--- config.mk ---
export PLATFORM = sky130hd
export DESIGN_NAME = pms_sequencer
export DESIGN_NICKNAME = d
export VERILOG_FILES = /design/src/pkg/pms_pkg.sv /design/src/logic/pms_sequencer.sv /design/src/logic/pms_wake_timer.sv /design/src/logic/pms_serial_gate.sv
export SDC_FILE = /design/constraint.sdc
export NUM_CORES = 1
export LEC_CHECK = 0
export BUFFER_PORTS_ARGS = -buffer_cell sky130_fd_sc_hd__buf_2
export CORE_UTILIZATION = 35
export CTS_BUF_LIST = sky130_fd_sc_hd__clkbuf_8
export DETAILED_ROUTE_END_ITERATION = 16
export GPL_TIMING_DRIVEN = 0
export PLACE_DENSITY = 0.65
export SLEW_MARGIN = 15
export SYNTH_ARGS = -nofsm -noshare
export SYNTH_HDL_FRONTEND = slang
export SYNTH_HIERARCHICAL = 1
export SYNTH_SLANG_ARGS = --single-unit
export TNS_END_PERCENT = 50
--- constraint.sdc ---
create_clock -name pclk -period 4.2 [get_ports pclk]
set_input_delay 0.21 -clock pclk [delete_from_list [all_inputs] [get_ports pclk]]
set_output_delay 0.21 -clock pclk [all_outputs]
set_load 0.1 [all_outputs]
--- src/pkg/pms_pkg.sv ---
// Constants, types and register layout of the power mode sequencer
package pms_pkg;

	// Clock and wake-up delay
	localparam int CLK_PERIOD_NS = 8;
	localparam int WAKE_MS = 5;
	localparam int WAKE_CYCLES = (WAKE_MS * 1000000 + CLK_PERIOD_NS - 1) / CLK_PERIOD_NS;
	localparam int WAKE_CNT_W = 20;

	// Register indices; byte address is four times the index
	localparam logic [7:0] HOLD_IDX = 8'h02;
	localparam logic [7:0] STATUS_IDX = 8'h40;
	localparam logic [11:0] HOLD_ADDR = {2'h0, HOLD_IDX, 2'h0};
	localparam logic [11:0] STATUS_ADDR = {2'h0, STATUS_IDX, 2'h0};

	// Hold register fields and reset value
	localparam int HOLD_HIGH_BIT = 0;
	localparam int HOLD_LOW_BIT = 1;
	localparam logic [1:0] HOLD_RESET = 2'h0;

	// Status register fields
	localparam int ST_STANDBY_BIT = 0;
	localparam int ST_NORMAL_BIT = 1;
	localparam int ST_ACCEPT_BIT = 2;
	localparam int ST_LOW_EN_BIT = 3;
	localparam int ST_HIGH_EN_BIT = 4;
	localparam int ST_DROP_LSB = 8;
	localparam int DROP_W = 8;

	typedef enum logic [1:0] {
		PMS_OFF,
		PMS_NORMAL,
		PMS_STANDBY
	} pms_mode_t;

	// One serial word with its strobe
	typedef struct packed {
		logic valid;
		logic [7:0] data;
	} pms_serial_t;

	localparam pms_serial_t SERIAL_IDLE = '{valid: 1'b0, data: 8'h00};

endpackage

--- src/logic/pms_sequencer.sv ---
// Power mode sequencer top: modes, regulator enables, serial gate, APB registers
//
// Local design decisions: the register addresses and the APB register port.
`timescale 1ns/1ns
module pms_sequencer #(
	parameter int WAKE_CYCLES = pms_pkg::WAKE_CYCLES
) (
	input wire logic pclk,
	input wire logic presetn,
	input wire logic psel,
	input wire logic penable,
	input wire logic pwrite,
	input wire logic [11:0] paddr,
	input wire logic [31:0] pwdata,
	input wire logic [3:0] pstrb,
	output logic [31:0] prdata,
	output logic pready,
	output logic pslverr,
	input wire logic regulator_control_pin,
	input wire logic active_low_reset_pin,
	input pms_pkg::pms_serial_t serial_in,
	output pms_pkg::pms_serial_t serial_out,
	output logic low_rail_regulator_en,
	output logic high_rail_regulator_en,
	output logic serial_accept,
	output logic standby_mode
);

	pms_pkg::pms_mode_t mode_q, mode_d;
	logic standby_d, standby_q;
	logic pin_prev_q;
	logic pin_rise;
	logic wake_done;
	logic accept_d;
	logic accept_q;
	logic low_en_d, high_en_d;
	logic low_en_q, high_en_q;
	logic [1:0] hold_q, hold_d;
	logic hold_low, hold_high;
	logic [pms_pkg::DROP_W-1:0] drop_cnt;
	logic apb_access, apb_done;
	logic pready_q, pready_d;
	logic pslverr_q, pslverr_d;
	logic [31:0] prdata_q, prdata_d;
	logic [31:0] status_word;

	assign hold_low = hold_q[pms_pkg::HOLD_LOW_BIT];
	assign hold_high = hold_q[pms_pkg::HOLD_HIGH_BIT];
	assign pin_rise = regulator_control_pin && !pin_prev_q;
	// Standby flag is registered so the pin leaves a flop, not a decoder
	assign standby_d = (mode_d == pms_pkg::PMS_STANDBY);

	// Mode transitions; the pin is the only way out of OFF and Standby
	always_comb begin
		mode_d = mode_q;
		case (mode_q)
			pms_pkg::PMS_OFF: begin
				if (regulator_control_pin) begin
					mode_d = pms_pkg::PMS_NORMAL;
				end
			end
			pms_pkg::PMS_NORMAL: begin
				if (!regulator_control_pin) begin
					if (hold_high) begin
						mode_d = pms_pkg::PMS_STANDBY;
					end else begin
						mode_d = pms_pkg::PMS_OFF;
					end
				end
			end
			pms_pkg::PMS_STANDBY: begin
				// Only a fresh rise leaves; there is no path to OFF from here
				if (pin_rise) begin
					mode_d = pms_pkg::PMS_NORMAL;
				end
			end
			default: begin
				mode_d = pms_pkg::PMS_OFF;
			end
		endcase
	end

	// Regulator enables: the pin overrides the hold bits
	always_comb begin
		low_en_d = regulator_control_pin;
		high_en_d = regulator_control_pin;
		if (mode_d == pms_pkg::PMS_STANDBY) begin
			low_en_d = low_en_d || hold_low;
			high_en_d = high_en_d || hold_high;
		end
	end

	// Accept only in Normal, pin high, reset pin high and delay expired
	always_comb begin
		accept_d = (mode_q == pms_pkg::PMS_NORMAL)
			&& regulator_control_pin
			&& active_low_reset_pin
			&& wake_done;
	end

	// Mode, pin history, enables and accept flag
	always_ff @(posedge pclk or negedge presetn) begin
		if (!presetn) begin
			mode_q <= pms_pkg::PMS_OFF;
			pin_prev_q <= 1'b0;
			low_en_q <= 1'b0;
			high_en_q <= 1'b0;
			accept_q <= 1'b0;
			standby_q <= 1'b0;
		end else begin
			mode_q <= mode_d;
			pin_prev_q <= regulator_control_pin;
			low_en_q <= low_en_d;
			high_en_q <= high_en_d;
			accept_q <= accept_d;
			standby_q <= standby_d;
		end
	end

	// Delay restarts on every rise and is cancelled while the pin is low
	pms_wake_timer u_wake (
		.pclk(pclk),
		.presetn(presetn),
		.limit(pms_pkg::WAKE_CNT_W'(WAKE_CYCLES)),
		.start(pin_rise),
		.clear(!regulator_control_pin),
		.done_q(wake_done)
	);

	// Traffic outside the accept window is dropped and counted
	pms_serial_gate u_gate (
		.pclk(pclk),
		.presetn(presetn),
		.accept(accept_d),
		.word_in(serial_in),
		.word_q(serial_out),
		.drop_q(drop_cnt)
	);

	// APB access completes one cycle into the access phase
	assign apb_access = psel && penable;
	assign apb_done = apb_access && pready_q;

	always_comb begin
		status_word = '0;
		status_word[pms_pkg::ST_STANDBY_BIT] = (mode_q == pms_pkg::PMS_STANDBY);
		status_word[pms_pkg::ST_NORMAL_BIT] = (mode_q == pms_pkg::PMS_NORMAL);
		status_word[pms_pkg::ST_ACCEPT_BIT] = accept_q;
		status_word[pms_pkg::ST_LOW_EN_BIT] = low_en_q;
		status_word[pms_pkg::ST_HIGH_EN_BIT] = high_en_q;
		status_word[pms_pkg::ST_DROP_LSB +: pms_pkg::DROP_W] = drop_cnt;
	end

	// Read data, ready and error; unmapped offsets answer with an error
	always_comb begin
		pready_d = apb_access && !pready_q;
		pslverr_d = 1'b0;
		prdata_d = '0;
		if (apb_access && !pready_q) begin
			if (paddr == pms_pkg::HOLD_ADDR) begin
				prdata_d = {30'h0, hold_q};
			end else if (paddr == pms_pkg::STATUS_ADDR && !pwrite) begin
				prdata_d = status_word;
			end else begin
				pslverr_d = 1'b1;
			end
		end
	end

	// Hold bits; a low reset pin wipes the setup even over a write
	always_comb begin
		hold_d = hold_q;
		if (apb_done && pwrite && !pslverr_q && paddr == pms_pkg::HOLD_ADDR && pstrb[0]) begin
			hold_d = pwdata[1:0];
		end
		if (!active_low_reset_pin) begin
			hold_d = pms_pkg::HOLD_RESET;
		end
	end

	// Bus answer and hold registers
	always_ff @(posedge pclk or negedge presetn) begin
		if (!presetn) begin
			pready_q <= 1'b0;
			pslverr_q <= 1'b0;
			prdata_q <= '0;
			hold_q <= pms_pkg::HOLD_RESET;
		end else begin
			pready_q <= pready_d;
			pslverr_q <= pslverr_d;
			prdata_q <= prdata_d;
			hold_q <= hold_d;
		end
	end

	assign prdata = prdata_q;
	assign pready = pready_q;
	assign pslverr = pslverr_q;
	assign low_rail_regulator_en = low_en_q;
	assign high_rail_regulator_en = high_en_q;
	assign serial_accept = accept_q;
	assign standby_mode = standby_q;

	// Cycles since the last rise; saturates so a long Normal stretch never wraps
	logic [pms_pkg::WAKE_CNT_W-1:0] since_rise_q, since_rise_d;
	always_comb begin
		since_rise_d = since_rise_q;
		if (pin_rise) begin
			since_rise_d = '0;
		end else if (since_rise_q != '1) begin
			since_rise_d = since_rise_q + 1'b1;
		end
	end

	// Helper register for the checks only
	always_ff @(posedge pclk or negedge presetn) begin
		if (!presetn) begin
			since_rise_q <= '0;
		end else begin
			since_rise_q <= since_rise_d;
		end
	end
endmodule

--- src/logic/pms_wake_timer.sv ---
// Wake-up delay counter started by a rising control pin
`timescale 1ns/1ns
module pms_wake_timer (
	input wire logic pclk,
	input wire logic presetn,
	input wire logic [pms_pkg::WAKE_CNT_W-1:0] limit,
	input wire logic start,
	input wire logic clear,
	output logic done_q
);

	logic [pms_pkg::WAKE_CNT_W-1:0] cnt_q, cnt_d;
	logic run_q, run_d;
	logic done_d;

	// Clear wins so a pin that drops mid-count never leaves a stale done
	always_comb begin
		cnt_d = cnt_q;
		run_d = run_q;
		done_d = done_q;
		if (clear) begin
			cnt_d = '0;
			run_d = 1'b0;
			done_d = 1'b0;
		end else if (start) begin
			cnt_d = limit - 1'b1;
			run_d = 1'b1;
			done_d = 1'b0;
		end else if (run_q) begin
			if (cnt_q == '0) begin
				run_d = 1'b0;
				done_d = 1'b1;
			end else begin
				cnt_d = cnt_q - 1'b1;
			end
		end
	end

	// Counter registers
	always_ff @(posedge pclk or negedge presetn) begin
		if (!presetn) begin
			cnt_q <= '0;
			run_q <= 1'b0;
			done_q <= 1'b0;
		end else begin
			cnt_q <= cnt_d;
			run_q <= run_d;
			done_q <= done_d;
		end
	end

endmodule

--- src/logic/pms_serial_gate.sv ---
// Passes serial words only while accepting, counts the dropped ones
`timescale 1ns/1ns
module pms_serial_gate (
	input wire logic pclk,
	input wire logic presetn,
	input wire logic accept,
	input pms_pkg::pms_serial_t word_in,
	output pms_pkg::pms_serial_t word_q,
	output logic [pms_pkg::DROP_W-1:0] drop_q
);

	pms_pkg::pms_serial_t word_d;
	logic [pms_pkg::DROP_W-1:0] drop_d;

	// Dropped count saturates so software never sees a wrap to zero
	always_comb begin
		word_d = pms_pkg::SERIAL_IDLE;
		drop_d = drop_q;
		if (word_in.valid && accept) begin
			word_d = word_in;
		end else if (word_in.valid && drop_q != '1) begin
			drop_d = drop_q + 1'b1;
		end
	end

	// Output word and counter
	always_ff @(posedge pclk or negedge presetn) begin
		if (!presetn) begin
			word_q <= pms_pkg::SERIAL_IDLE;
			drop_q <= '0;
		end else begin
			word_q <= word_d;
			drop_q <= drop_d;
		end
	end

endmodule

==> metrics <==
Syn. warnings 6; mux cell area share after synthesis 0.0423; Mapped Avg Cell Area 10.1 sq um; CP Data Arrival Time 4.00 ns; Die Y 106 um; post-synthesis simple-gate area fraction 0.273; Post-DP Area 4540 sq um; WL/cell 13.3 um; DP HPWL 6460 um; CP required 4.43 ns; GRT Residual Overflow 0; commonest non-fill, non-tap cell in the layout conb_1; register area 1580 sq um; Synth Area in Compound Gates 0.155; Syn-to-layout area delta 26.5%; Pwr Density 357 nW/um^2; filler cell count 1,020; Leak 2.29 nW; setup repair bufs after CTS 0; vias per cell 4.79; Die ar. 11,100 sq um; CTS max path bufs 2; die width 106 um; footprint of the multi-input gates 2240 sq um; DRC errors left 0; core area 10,400 sq um; Final Hold Vio Count 0; Worst Setup End Kind flip-flop; drt pass-1 iters 4; # diodes 0; crit path kind flip-flop to flip-flop; Root Driver clkbuf_8; Final Power 1.70 mW; Tmin final 3.77 ns; vias in the first global route 3,175; clk_lat worst skew 0.34 ns; slew at the pin closest to its max-slew limit 0.806 ns; RePlAce Congestion 0.896; number of cells after detailed placement 651; EDFF count, synth 0; total I/O pin count 111; Worst-path clk slew 0.07 ns; sequence of cells on the critical path nor2b_1, buf_4, buf_2, clkbuf_2, buf_2, mux2i_1, ha_1, o21ai_0, clkbuf_1, nor4_2, a211oi_1, nor4_1; CP max stage delay 0.49 ns; Post-Synth XOR/XNOR Area 0.0280; row cnt 37; Total GRT Usage 0.170; critical-path maximum fanout 19; Max-Cap Viols 0; Slew headroom 0.460; main combinational cell family by area after synthesis simple AND/OR/NAND/NOR gates; worst min path class input pin to flip-flop; FFs w/ async S/R, synth 1.00; RSZ-0062 raised after global routing false; Final period util 0.897; CTS HTree Levels 3; fin cells 667; DR vias 3,195; first-pass GRT wire length 15,100 um; CTS Buf Count 9; Critical Path Start Type flip-flop; initial drt markers 140; share of layout cells above drive strength 1 0.250; Final ANT Viol Nets 0; CTS tree built; CP dominant cell by count buf_2; Worst Clk Skew 0.00945 ns; Final Max Slew Viols 0; largest net degree at the start of global routing 64; post-synthesis adder-cell area fraction 0.00667; initial antenna violation count 0; Starting Density 0.362; Fmax 265 MHz; Detailed Route WL 8880 um; Final nets 592; TNS Setup 0 ns; Yosys cell types 75; Syn Inst Count 371; # setup viols final 0; IO buf count 58; register area share after synthesis 0.420; slowest CP cell nor4_2; final core occ 0.458; status finished, final reports clean; most frequent cells in the layout conb_1, dfrtp_1, buf_2; prevailing post-synth register cell dfrtp_1; mapped cell area 3750 sq um; maximum vdd ir drop 155 uV; synthesis-stage register bit count 63; total clock sinks 63; Final Cell Area 4750 sq um
through the flow:
stage	setup WS [ns]	hold slack, ns
2_1_floorplan	0.729	-0.0856
3_3_place_gp	-0.238	0.371
3_5_place_dp	-0.381	0.363
4_1_cts	0.263	0.00911
5_1_grt	0.0474	0.0114
6_report	0.431	0.0287
flip-flops by register name (all words and copies together), names as in the netlist:
register                cells
pslverr                     1
u_wake/cnt_q               20
pready                      1
u_gate/word_q               9
serial_accept               1
mode_q                      2
pin_prev_q                  1
standby_mode                1
hold_q                      2
u_gate/drop_q               8
prdata                     13
u_wake/done_q               1
u_wake/run_q                1
high_rail_regulator_en      1
low_rail_regulator_en       1
cell families after synthesis:
logic type      count (synthesis)
simple gates                  158
compound gates                 75
flops                          63
buf+inv                        44
mux                            15
xor+xnor                       12
fa+ha+maj                       2
other cells                     2
synthesized netlist by cell type, types with 2 or more instances:
master     count  area share
buf_4         22       0.044
nor2b_1        5      0.0083
o21ai_1        3      0.0040
o2bb2ai_1      2      0.0047
mux2i_1       11       0.029
o31ai_1        8       0.016
conb_1         2      0.0020
a31oi_1        6       0.010
ha_1           2      0.0067
and2_1        14       0.023
nand2_1       26       0.026
or4_1          6       0.012
or2_2          3      0.0050
a311oi_1       4      0.0093
nand4_1        5      0.0083
o32a_1         2      0.0053
o31a_1         6       0.014
a211oi_1       3      0.0060
and4_1         4      0.0093
dfrtp_1       63        0.42
nor2_1        13       0.013
o2111ai_1      3      0.0070
nor3b_1        5       0.010
xor2_1         4      0.0093
nor4_1        15       0.025
xnor2_1        8       0.019
a21oi_1        9       0.012
inv_1          8      0.0080
mux2_2         3      0.0090
and3_1         8       0.013
nor4_2         2      0.0067
buf_1          3      0.0030
o211a_1        2      0.0053
nand2b_1       7       0.012
o21ai_0       10       0.013
nor3_1        14       0.019
a32oi_1        2      0.0047
buf_6          3      0.0090
clkbuf_1       6      0.0060
or4_4          4       0.012
nand3_1        4      0.0053
or3_1          8       0.013
critical path: cells and delay by family (launching register included):
family          cells  cell delay [ns]
buf+inv             5             1.45
mux                 1             0.23
compound gates      2             0.33
simple gates        3             1.00
flops               1             0.38
fa+ha+maj           1             0.27
report_power, final:
group	leakage (nW)	internal (mW)	switching (mW)
clock	0.100	0.270	0.245
sequential	0.841	0.661	0.0817
combinational	1.35	0.159	0.282
total	2.29	1.09	0.609
per-layer routing:
layer / track usage / wire length [um] / part of all wire
met5: 0 / 0 / 0
met4: 0.0556 / 61 / 0.0069
met3: 0.0377 / 490 / 0.055
met2: 0.291 / 4380 / 0.49
met1: 0.211 / 3940 / 0.44
path summary, 6_finish.rpt:
kind / endpoint / slack (ns) / cells after the start / start
worst max-delay path: u_wake/cnt_q[14]$_DFFE_PN0P_ / 0.43 / 12 / pin_prev_q$_DFF_PN0_
worst min-delay path: pin_prev_q$_DFF_PN0_ / 0.03 / 1 / regulator_control_pin
worst max register to register: u_wake/cnt_q[14]$_DFFE_PN0P_ / 0.43 / 12 / pin_prev_q$_DFF_PN0_
worst min register to register: prdata[2]$_DFF_PN0_ / 0.49 / 1 / serial_accept$_DFF_PN0_
max in group asynchronous: u_wake/cnt_q[14]$_DFFE_PN0P_ / 3.18 / 2 / presetn
min in group asynchronous: prdata[9]$_DFF_PN0_ / 0.51 / 2 / presetn
what timing repair did:
action	CTS	global route
resized for setup	3	1
endpoints found under the setup margin	4	2
endpoints found under the hold margin	50	0
hold buffers	1	0
cloned	0	0
final cells by class:
cell class / count / share of cell area
Inverter: 8 / 0.00632
Clock inverter: 7 / 0.0137
Tap cell: 136 / 0.0358
Timing Repair Buffer: 59 / 0.0638
Buffer: 35 / 0.0514
Multi-Input combinational cell: 350 / 0.471
Sequential cell: 63 / 0.332
Clock buffer: 9 / 0.0261
No activity file was read; power rests on OpenSTA's default activity.
